--- src/logic/sld_defs.vh ---
`ifndef SLD_DEFS_VH
`define SLD_DEFS_VH

// Data path width: one stage, latch and sink output per bit
`define SLD_WIDTH 8
`define SLD_LAST 7

// Reset values
`define SLD_SHIFT_RST 8'h00
`define SLD_LATCH_RST 8'h00
`define SLD_SINK_OFF 8'h00

// Synchroniser reset levels (blanking pin idles high, others low)
`define SLD_SYNC_LOW 3'h0
`define SLD_SYNC_HIGH 3'h7

// Single-bit levels for filtered pins and registered outputs
`define SLD_LVL_LOW 1'h0
`define SLD_LVL_HIGH 1'h1

// Host-side timing figures, in ns, and their least cycle counts
`define SLD_CLK_PERIOD_NS 100
`define SLD_CLK_TO_STROBE_NS 100
`define SLD_STROBE_WIDTH_NS 100
`define SLD_BLANK_WIDTH_NS 4500
`define SLD_CLK_TO_STROBE_CYC \
  ((`SLD_CLK_TO_STROBE_NS + `SLD_CLK_PERIOD_NS - 1) / `SLD_CLK_PERIOD_NS)
`define SLD_STROBE_WIDTH_CYC \
  ((`SLD_STROBE_WIDTH_NS + `SLD_CLK_PERIOD_NS - 1) / `SLD_CLK_PERIOD_NS)
`define SLD_BLANK_WIDTH_CYC \
  ((`SLD_BLANK_WIDTH_NS + `SLD_CLK_PERIOD_NS - 1) / `SLD_CLK_PERIOD_NS)

`endif

--- src/logic/sld_driver.v ---
`timescale 1ns/1ps
`default_nettype none
`include "sld_defs.vh"

module sld_driver (
  input wire clock,
  input wire rst_n,
  input wire serial_clk,
  input wire serial_in,
  input wire strobe_load,
  input wire drive_blank_n,
  input wire half_current_select,
  output reg [`SLD_LAST:0] sink_drive_ff,
  output reg half_current_ff,
  output reg cascade_out_rise_ff,
  output reg cascade_out_fall_ff
);

  ////////////////////////////////////////////////////////////////////////////
  // Synchronisers, filtered levels and working registers
  reg [2:0] sclk_sync_ff;
  reg [2:0] sdat_sync_ff;
  reg [2:0] strb_sync_ff;
  reg [2:0] blnk_sync_ff;
  reg [2:0] half_sync_ff;
  reg sclk_lvl_ff;
  reg strb_lvl_ff;
  reg blnk_lvl_ff;
  reg half_lvl_ff;
  reg [`SLD_LAST:0] shift_ff;
  reg [`SLD_LAST:0] latch_ff;
  reg nxt_sclk_lvl;
  reg nxt_strb_lvl;
  reg nxt_blnk_lvl;
  reg nxt_half_lvl;
  reg nxt_sclk_rise;
  reg nxt_sclk_fall;
  reg [`SLD_LAST:0] nxt_shift;
  reg [`SLD_LAST:0] nxt_latch;
  reg [`SLD_LAST:0] nxt_sink_drive;
  reg nxt_half_current;
  reg nxt_cascade_out_rise;
  reg nxt_cascade_out_fall;

  ////////////////////////////////////////////////////////////////////////////
  // Helper functions

  // Level moves only once stages 1 and 2 agree; a one-clock glitch
  // never reaches both, so it is dropped
  function filt;
    input [2:0] sync;
    input cur;
    begin
      filt = (sync[1] == sync[2]) ? sync[2] : cur;
    end
  endfunction

  // Accepted level steps to the given value on this edge
  function stepped;
    input nxt_lvl;
    input cur_lvl;
    input to_lvl;
    begin
      stepped = (nxt_lvl != cur_lvl) && (nxt_lvl == to_lvl);
    end
  endfunction

  ////////////////////////////////////////////////////////////////////////////
  // Three-flop pin synchronisers; stage 0 feeds only stage 1
  always @(posedge clock or negedge rst_n) begin
    if (!rst_n) begin
      sclk_sync_ff <= `SLD_SYNC_LOW;
    end else begin
      sclk_sync_ff <= {sclk_sync_ff[1:0], serial_clk};
    end
  end

  always @(posedge clock or negedge rst_n) begin
    if (!rst_n) begin
      sdat_sync_ff <= `SLD_SYNC_LOW;
    end else begin
      sdat_sync_ff <= {sdat_sync_ff[1:0], serial_in};
    end
  end

  always @(posedge clock or negedge rst_n) begin
    if (!rst_n) begin
      strb_sync_ff <= `SLD_SYNC_LOW;
    end else begin
      strb_sync_ff <= {strb_sync_ff[1:0], strobe_load};
    end
  end

  // Blanking starts high, so sink outputs stay off until a host releases it
  always @(posedge clock or negedge rst_n) begin
    if (!rst_n) begin
      blnk_sync_ff <= `SLD_SYNC_HIGH;
    end else begin
      blnk_sync_ff <= {blnk_sync_ff[1:0], drive_blank_n};
    end
  end

  always @(posedge clock or negedge rst_n) begin
    if (!rst_n) begin
      half_sync_ff <= `SLD_SYNC_LOW;
    end else begin
      half_sync_ff <= {half_sync_ff[1:0], half_current_select};
    end
  end

  ////////////////////////////////////////////////////////////////////////////
  // Filtered pin levels
  always @* begin
    nxt_sclk_lvl = filt(sclk_sync_ff, sclk_lvl_ff);
    nxt_strb_lvl = filt(strb_sync_ff, strb_lvl_ff);
    nxt_blnk_lvl = filt(blnk_sync_ff, blnk_lvl_ff);
    nxt_half_lvl = filt(half_sync_ff, half_lvl_ff);
  end

  always @(posedge clock or negedge rst_n) begin
    if (!rst_n) begin
      sclk_lvl_ff <= `SLD_LVL_LOW;
      strb_lvl_ff <= `SLD_LVL_LOW;
      blnk_lvl_ff <= `SLD_LVL_HIGH;
      half_lvl_ff <= `SLD_LVL_LOW;
    end else begin
      sclk_lvl_ff <= nxt_sclk_lvl;
      strb_lvl_ff <= nxt_strb_lvl;
      blnk_lvl_ff <= nxt_blnk_lvl;
      half_lvl_ff <= nxt_half_lvl;
    end
  end

  ////////////////////////////////////////////////////////////////////////////
  // Shift register and latches
  always @* begin
    nxt_sclk_rise = stepped(nxt_sclk_lvl, sclk_lvl_ff, `SLD_LVL_HIGH);
    nxt_sclk_fall = stepped(nxt_sclk_lvl, sclk_lvl_ff, `SLD_LVL_LOW);
  end

  always @* begin
    nxt_shift = shift_ff;
    if (nxt_sclk_rise) begin
      // Data path delayed like the clock path, so pin setup still holds
      nxt_shift = {shift_ff[`SLD_LAST-1:0], sdat_sync_ff[2]};
    end
  end

  always @* begin
    nxt_latch = latch_ff;
    // Transparent: takes the shift value of this same edge
    if (nxt_strb_lvl) begin
      nxt_latch = nxt_shift;
    end
  end

  always @(posedge clock or negedge rst_n) begin
    if (!rst_n) begin
      shift_ff <= `SLD_SHIFT_RST;
      latch_ff <= `SLD_LATCH_RST;
    end else begin
      shift_ff <= nxt_shift;
      latch_ff <= nxt_latch;
    end
  end

  ////////////////////////////////////////////////////////////////////////////
  // Outputs, each straight from a flip-flop
  always @* begin
    // Blanking gates the sink outputs only; the latches are untouched
    if (blnk_lvl_ff) begin
      nxt_sink_drive = `SLD_SINK_OFF;
    end else begin
      nxt_sink_drive = latch_ff;
    end
  end

  always @* begin
    nxt_half_current = half_lvl_ff;
  end

  always @* begin
    nxt_cascade_out_rise = cascade_out_rise_ff;
    if (nxt_sclk_rise) begin
      nxt_cascade_out_rise = nxt_shift[`SLD_LAST];
    end
  end

  always @* begin
    nxt_cascade_out_fall = cascade_out_fall_ff;
    // The shifter holds still on a fall, so its last stage is current
    if (nxt_sclk_fall) begin
      nxt_cascade_out_fall = shift_ff[`SLD_LAST];
    end
  end

  always @(posedge clock or negedge rst_n) begin
    if (!rst_n) begin
      sink_drive_ff <= `SLD_SINK_OFF;
      half_current_ff <= `SLD_LVL_LOW;
    end else begin
      sink_drive_ff <= nxt_sink_drive;
      half_current_ff <= nxt_half_current;
    end
  end

  always @(posedge clock or negedge rst_n) begin
    if (!rst_n) begin
      cascade_out_rise_ff <= `SLD_LVL_LOW;
      cascade_out_fall_ff <= `SLD_LVL_LOW;
    end else begin
      cascade_out_rise_ff <= nxt_cascade_out_rise;
      cascade_out_fall_ff <= nxt_cascade_out_fall;
    end
  end

endmodule // sld_driver

`default_nettype wire

--- config.mk ---
export PLATFORM = sky130hd
export DESIGN_NAME = sld_driver
export DESIGN_NICKNAME = d
export VERILOG_FILES = /design/src/logic/sld_driver.v
export VERILOG_INCLUDE_DIRS = /design/src /design/src/logic
export SDC_FILE = /design/constraint.sdc
export NUM_CORES = 1
export LEC_CHECK = 0
export BUFFER_PORTS_ARGS = -buffer_cell sky130_fd_sc_hd__clkbuf_2
export CORE_MARGIN = 2
export CORE_UTILIZATION = 40
export CTS_CLUSTER_SIZE = 8
export DETAILED_ROUTE_END_ITERATION = 6
export MAX_ROUTING_LAYER = met4
export PLACE_DENSITY = 0.7
export SLEW_MARGIN = 20
export SYNTH_ARGS = -nofsm -noshare
export SYNTH_HDL_FRONTEND = slang
export SYNTH_SLANG_ARGS = --single-unit
--- constraint.sdc ---
create_clock -name clock -period 1.6 [get_ports clock]
set_clock_uncertainty 0.15 [all_clocks]
set_input_delay 0 -clock clock [delete_from_list [all_inputs] [get_ports clock]]
set_output_delay 0 -clock clock [all_outputs]
set_load 0.01 [all_outputs]
==> results list <==
* Total instance count after detailed placement: 145
* Overflow after GRT: 0
- Share of the core filled with cells in the final layout: 50.2%
- The worst setup path is launched from a flip-flop.
* Antenna violations before repair: 0
- Count of final max-slew check failures: 0
- Final hold analysis gives a worst-case slack of 55.8 ps.
- At the pin with the least slew margin, the transition time is 381 ps.
- Across all layers, the routed design uses 701 vias.
- For this block, the routed nets add up to 1900 µm of wire.
- For the finished layout, the period the worst path requires is 1490 ps.
- In this run the vertical extent of the chip is 64.9 µm.
* Area growth from synthesis to layout: 22.1%
- The floorplan step defined a die boundary enclosing 4210 µm².
- Critical path arrival: 1520 ps
* GRT met3 Usage: 6.25%
* Depth of the worst register-to-register path: 3
* First-pass GRT wire length: 3390 µm
- The net count of the finished layout is 118.
- Clock-pin slew was measured on the worst setup and hold paths at 70 ps.
- Count of unresolved DRC violations after routing: 0
- Once layout is done, the placed cells without fillers occupy 1810 µm².
- Setup TNS: 0 ps
- Clock Tree Root: sky130_fd_sc_hd__clkbuf_8
- FF+latch count, synth: 46
* Setup Fix Bufs, Post-CTS: 0
* Leakage component of the power: 0.000847 µW
- In the global route stage, met2 resource usage came out at 17.5%.
* Count of different cell masters after synthesis: 8
* Peak supply drop: 0.721 mV
- Number of CTS-inserted buffers: 5
* Vias in the first global route: 737
* Number of H-tree branching levels: 2
- The tree built by TritonCTS fans out to 46 sinks.
* Remaining number of nets flagged by the antenna check after routing: 0
- Before antenna repair, the detailed router went through 2 iterations.
- Result of the run: finished clean
* Netlist Area Pre-Place: 1480 µm²
- Leaving out fill and tap cells, the most frequent cells in the layout are sky130_fd_sc_hd__dfrtp_1, sky130_fd_sc_hd__mux2_2, sky130_fd_sc_hd__clkbuf_2.
* Post-route non-filler standard cell count: 160
* Maximum root-to-sink buffer count: 2
- Layer with the highest usage after global routing: met2
* Number of input and output port buffers inserted: 17
- Antenna diode count: 0
- 18 I/O pins were placed.
* Crit path capture type: flip-flop
* Kind of critical path: flip-flop to flip-flop
* Overall track demand over capacity in global routing: 11.9%
- Most common library cell in the layout ignoring fill and taps: sky130_fd_sc_hd__dfrtp_1
- The initialized floorplan defines 22 standard-cell rows.
- Ratio of cells with drive above 1 in the final layout: 42.9%
- After detailed routing, the number of vias per cell comes to 4.38.
- Data required time at the worst endpoint: 1630 ps
* Core Area: 3610 µm²
- Setup-failing EPs final: 0
- In the final routed layout, each cell accounts on average for 11.9 µm.
- Yosys printed 0 warnings.
- Worst-skew pair later-pin latency: 290 ps
- In this run the worst hold path is classified as primary input to asynchronous set/reset pin.
* Number of max-cap violations: 0
- Final Hold Violating Endpoints: 0
- Total power per unit cell area: 1510 nW/µm²
- For met1 alone, demand over resource in global routing was 12.7%.
- When the netlist entered floorplanning its net count stood at 86.
* Iteration-0 DRC count of the detailed router: 2
- Synthesized instance count: 79
- Entering global routing, the biggest net connects 27 pins.
* Critical-path maximum fanout: 9
- TritonCTS built the clock tree.
- Post-route clock period utilization: 93.4%
- Timing would allow up to 0.669 GHz.
- In this run the horizontal extent of the chip is 64.9 µm.
- DP Area: 1650 µm²
- Worst slew slack as a fraction of its limit: 74.6%
* Sequential share of the synthesized area: 78.0%
- Synth Area per Inst: 18.8 µm²
- At the end of routability-driven placement, the weighted congestion stood at 0.686.
- Setup repair after global routing left no endpoint under its margin.
* Starting Density: 41.1%
## worst max-delay path: stages, from the launching register on
cell                       delay [ps]
sky130_fd_sc_hd__dfrtp_1          430
sky130_fd_sc_hd__nand3b_4         180
sky130_fd_sc_hd__mux2_2           370
sky130_fd_sc_hd__mux2_2           260
## per-layer routing
layer / wire, µm / share of wire, %
met5: 0 / 0
met4: 58 / 3.1
met3: 110 / 5.8
met2: 924 / 49
met1: 804 / 42
## synthesized netlist by cell type, drive strengths merged
library cell	count	area (µm²)
dfstp	4	105
nor2b	8	50.1
maj3	4	40.0
nand3b	1	20.0
nor3b	1	7.51
buf	1	5.00
dfrtp	42	1050
mux2	18	203
## path summary, 6_finish.rpt
path / startpoint / end / slack, ps
setup / recovery: sclk_sync_ff[1] / latch_ff[1] / 110
hold / removal: rst_n / sdat_sync_ff[1] / 60
setup reg to reg: sclk_sync_ff[1] / latch_ff[1] / 110
hold reg to reg: strb_sync_ff[0] / strb_sync_ff[1] / 200
max in group asynchronous: rst_n / sdat_sync_ff[0] / 700
min in group clock: drive_blank_n / blnk_sync_ff[0] / 190
## area by class of cell
type                            count  area (µm²)
Multi-Input combinational cell     32         320
Sequential cell                    46        1160
Clock buffer                        8        90.1
Tap cell                           48        60.1
Fill cell                         310        1800
Timing Repair Buffer               26         183
## per-stage QoR
step	setup WS, ps	total power, µW
4_1_cts	92.8	2790
3_3_place_gp	136	2030
5_1_grt	53.9	2920
3_5_place_dp	104	2070
6_report	105	2740
2_1_floorplan	188	1870
## cells by family (layout without fill, tap and decap cells)
| kind of cell | count (synthesis) | in the layout | share of synthesized area (%) |
|---|---|---|---|
| buffers and inverters | 1 | 34 | 0.338 |
| adders and majority gates | 4 | 4 | 2.70 |
| and+or+nand+nor | 10 | 10 | 5.24 |
| muxes | 18 | 18 | 13.7 |
| DFF | 46 | 46 | 78.0 |
## report_power, final
group	total [µW]	switching [µW]	internal [µW]
Sequential	1580	127	1450
Combinational	467	187	279
Clock	696	344	352
## state kept, by name, indices dropped and copies added (netlist names), 3 cells and up
register and count:
sdat_sync_ff 3, blnk_sync_ff 3, latch_ff 8, filt.sync 3, strb_sync_ff 3, shift_ff 8, sclk_sync_ff 3, sink_drive_ff 8
## timing repair
| item | 4_1_cts | 5_1_grt |
|---|---|---|
| hold buffers | 7 | 0 |
| hold endpoints to repair | 51 | 0 |
| resized for setup | 0 | 0 |
Note: power is estimated with default switching activity, not from simulation.
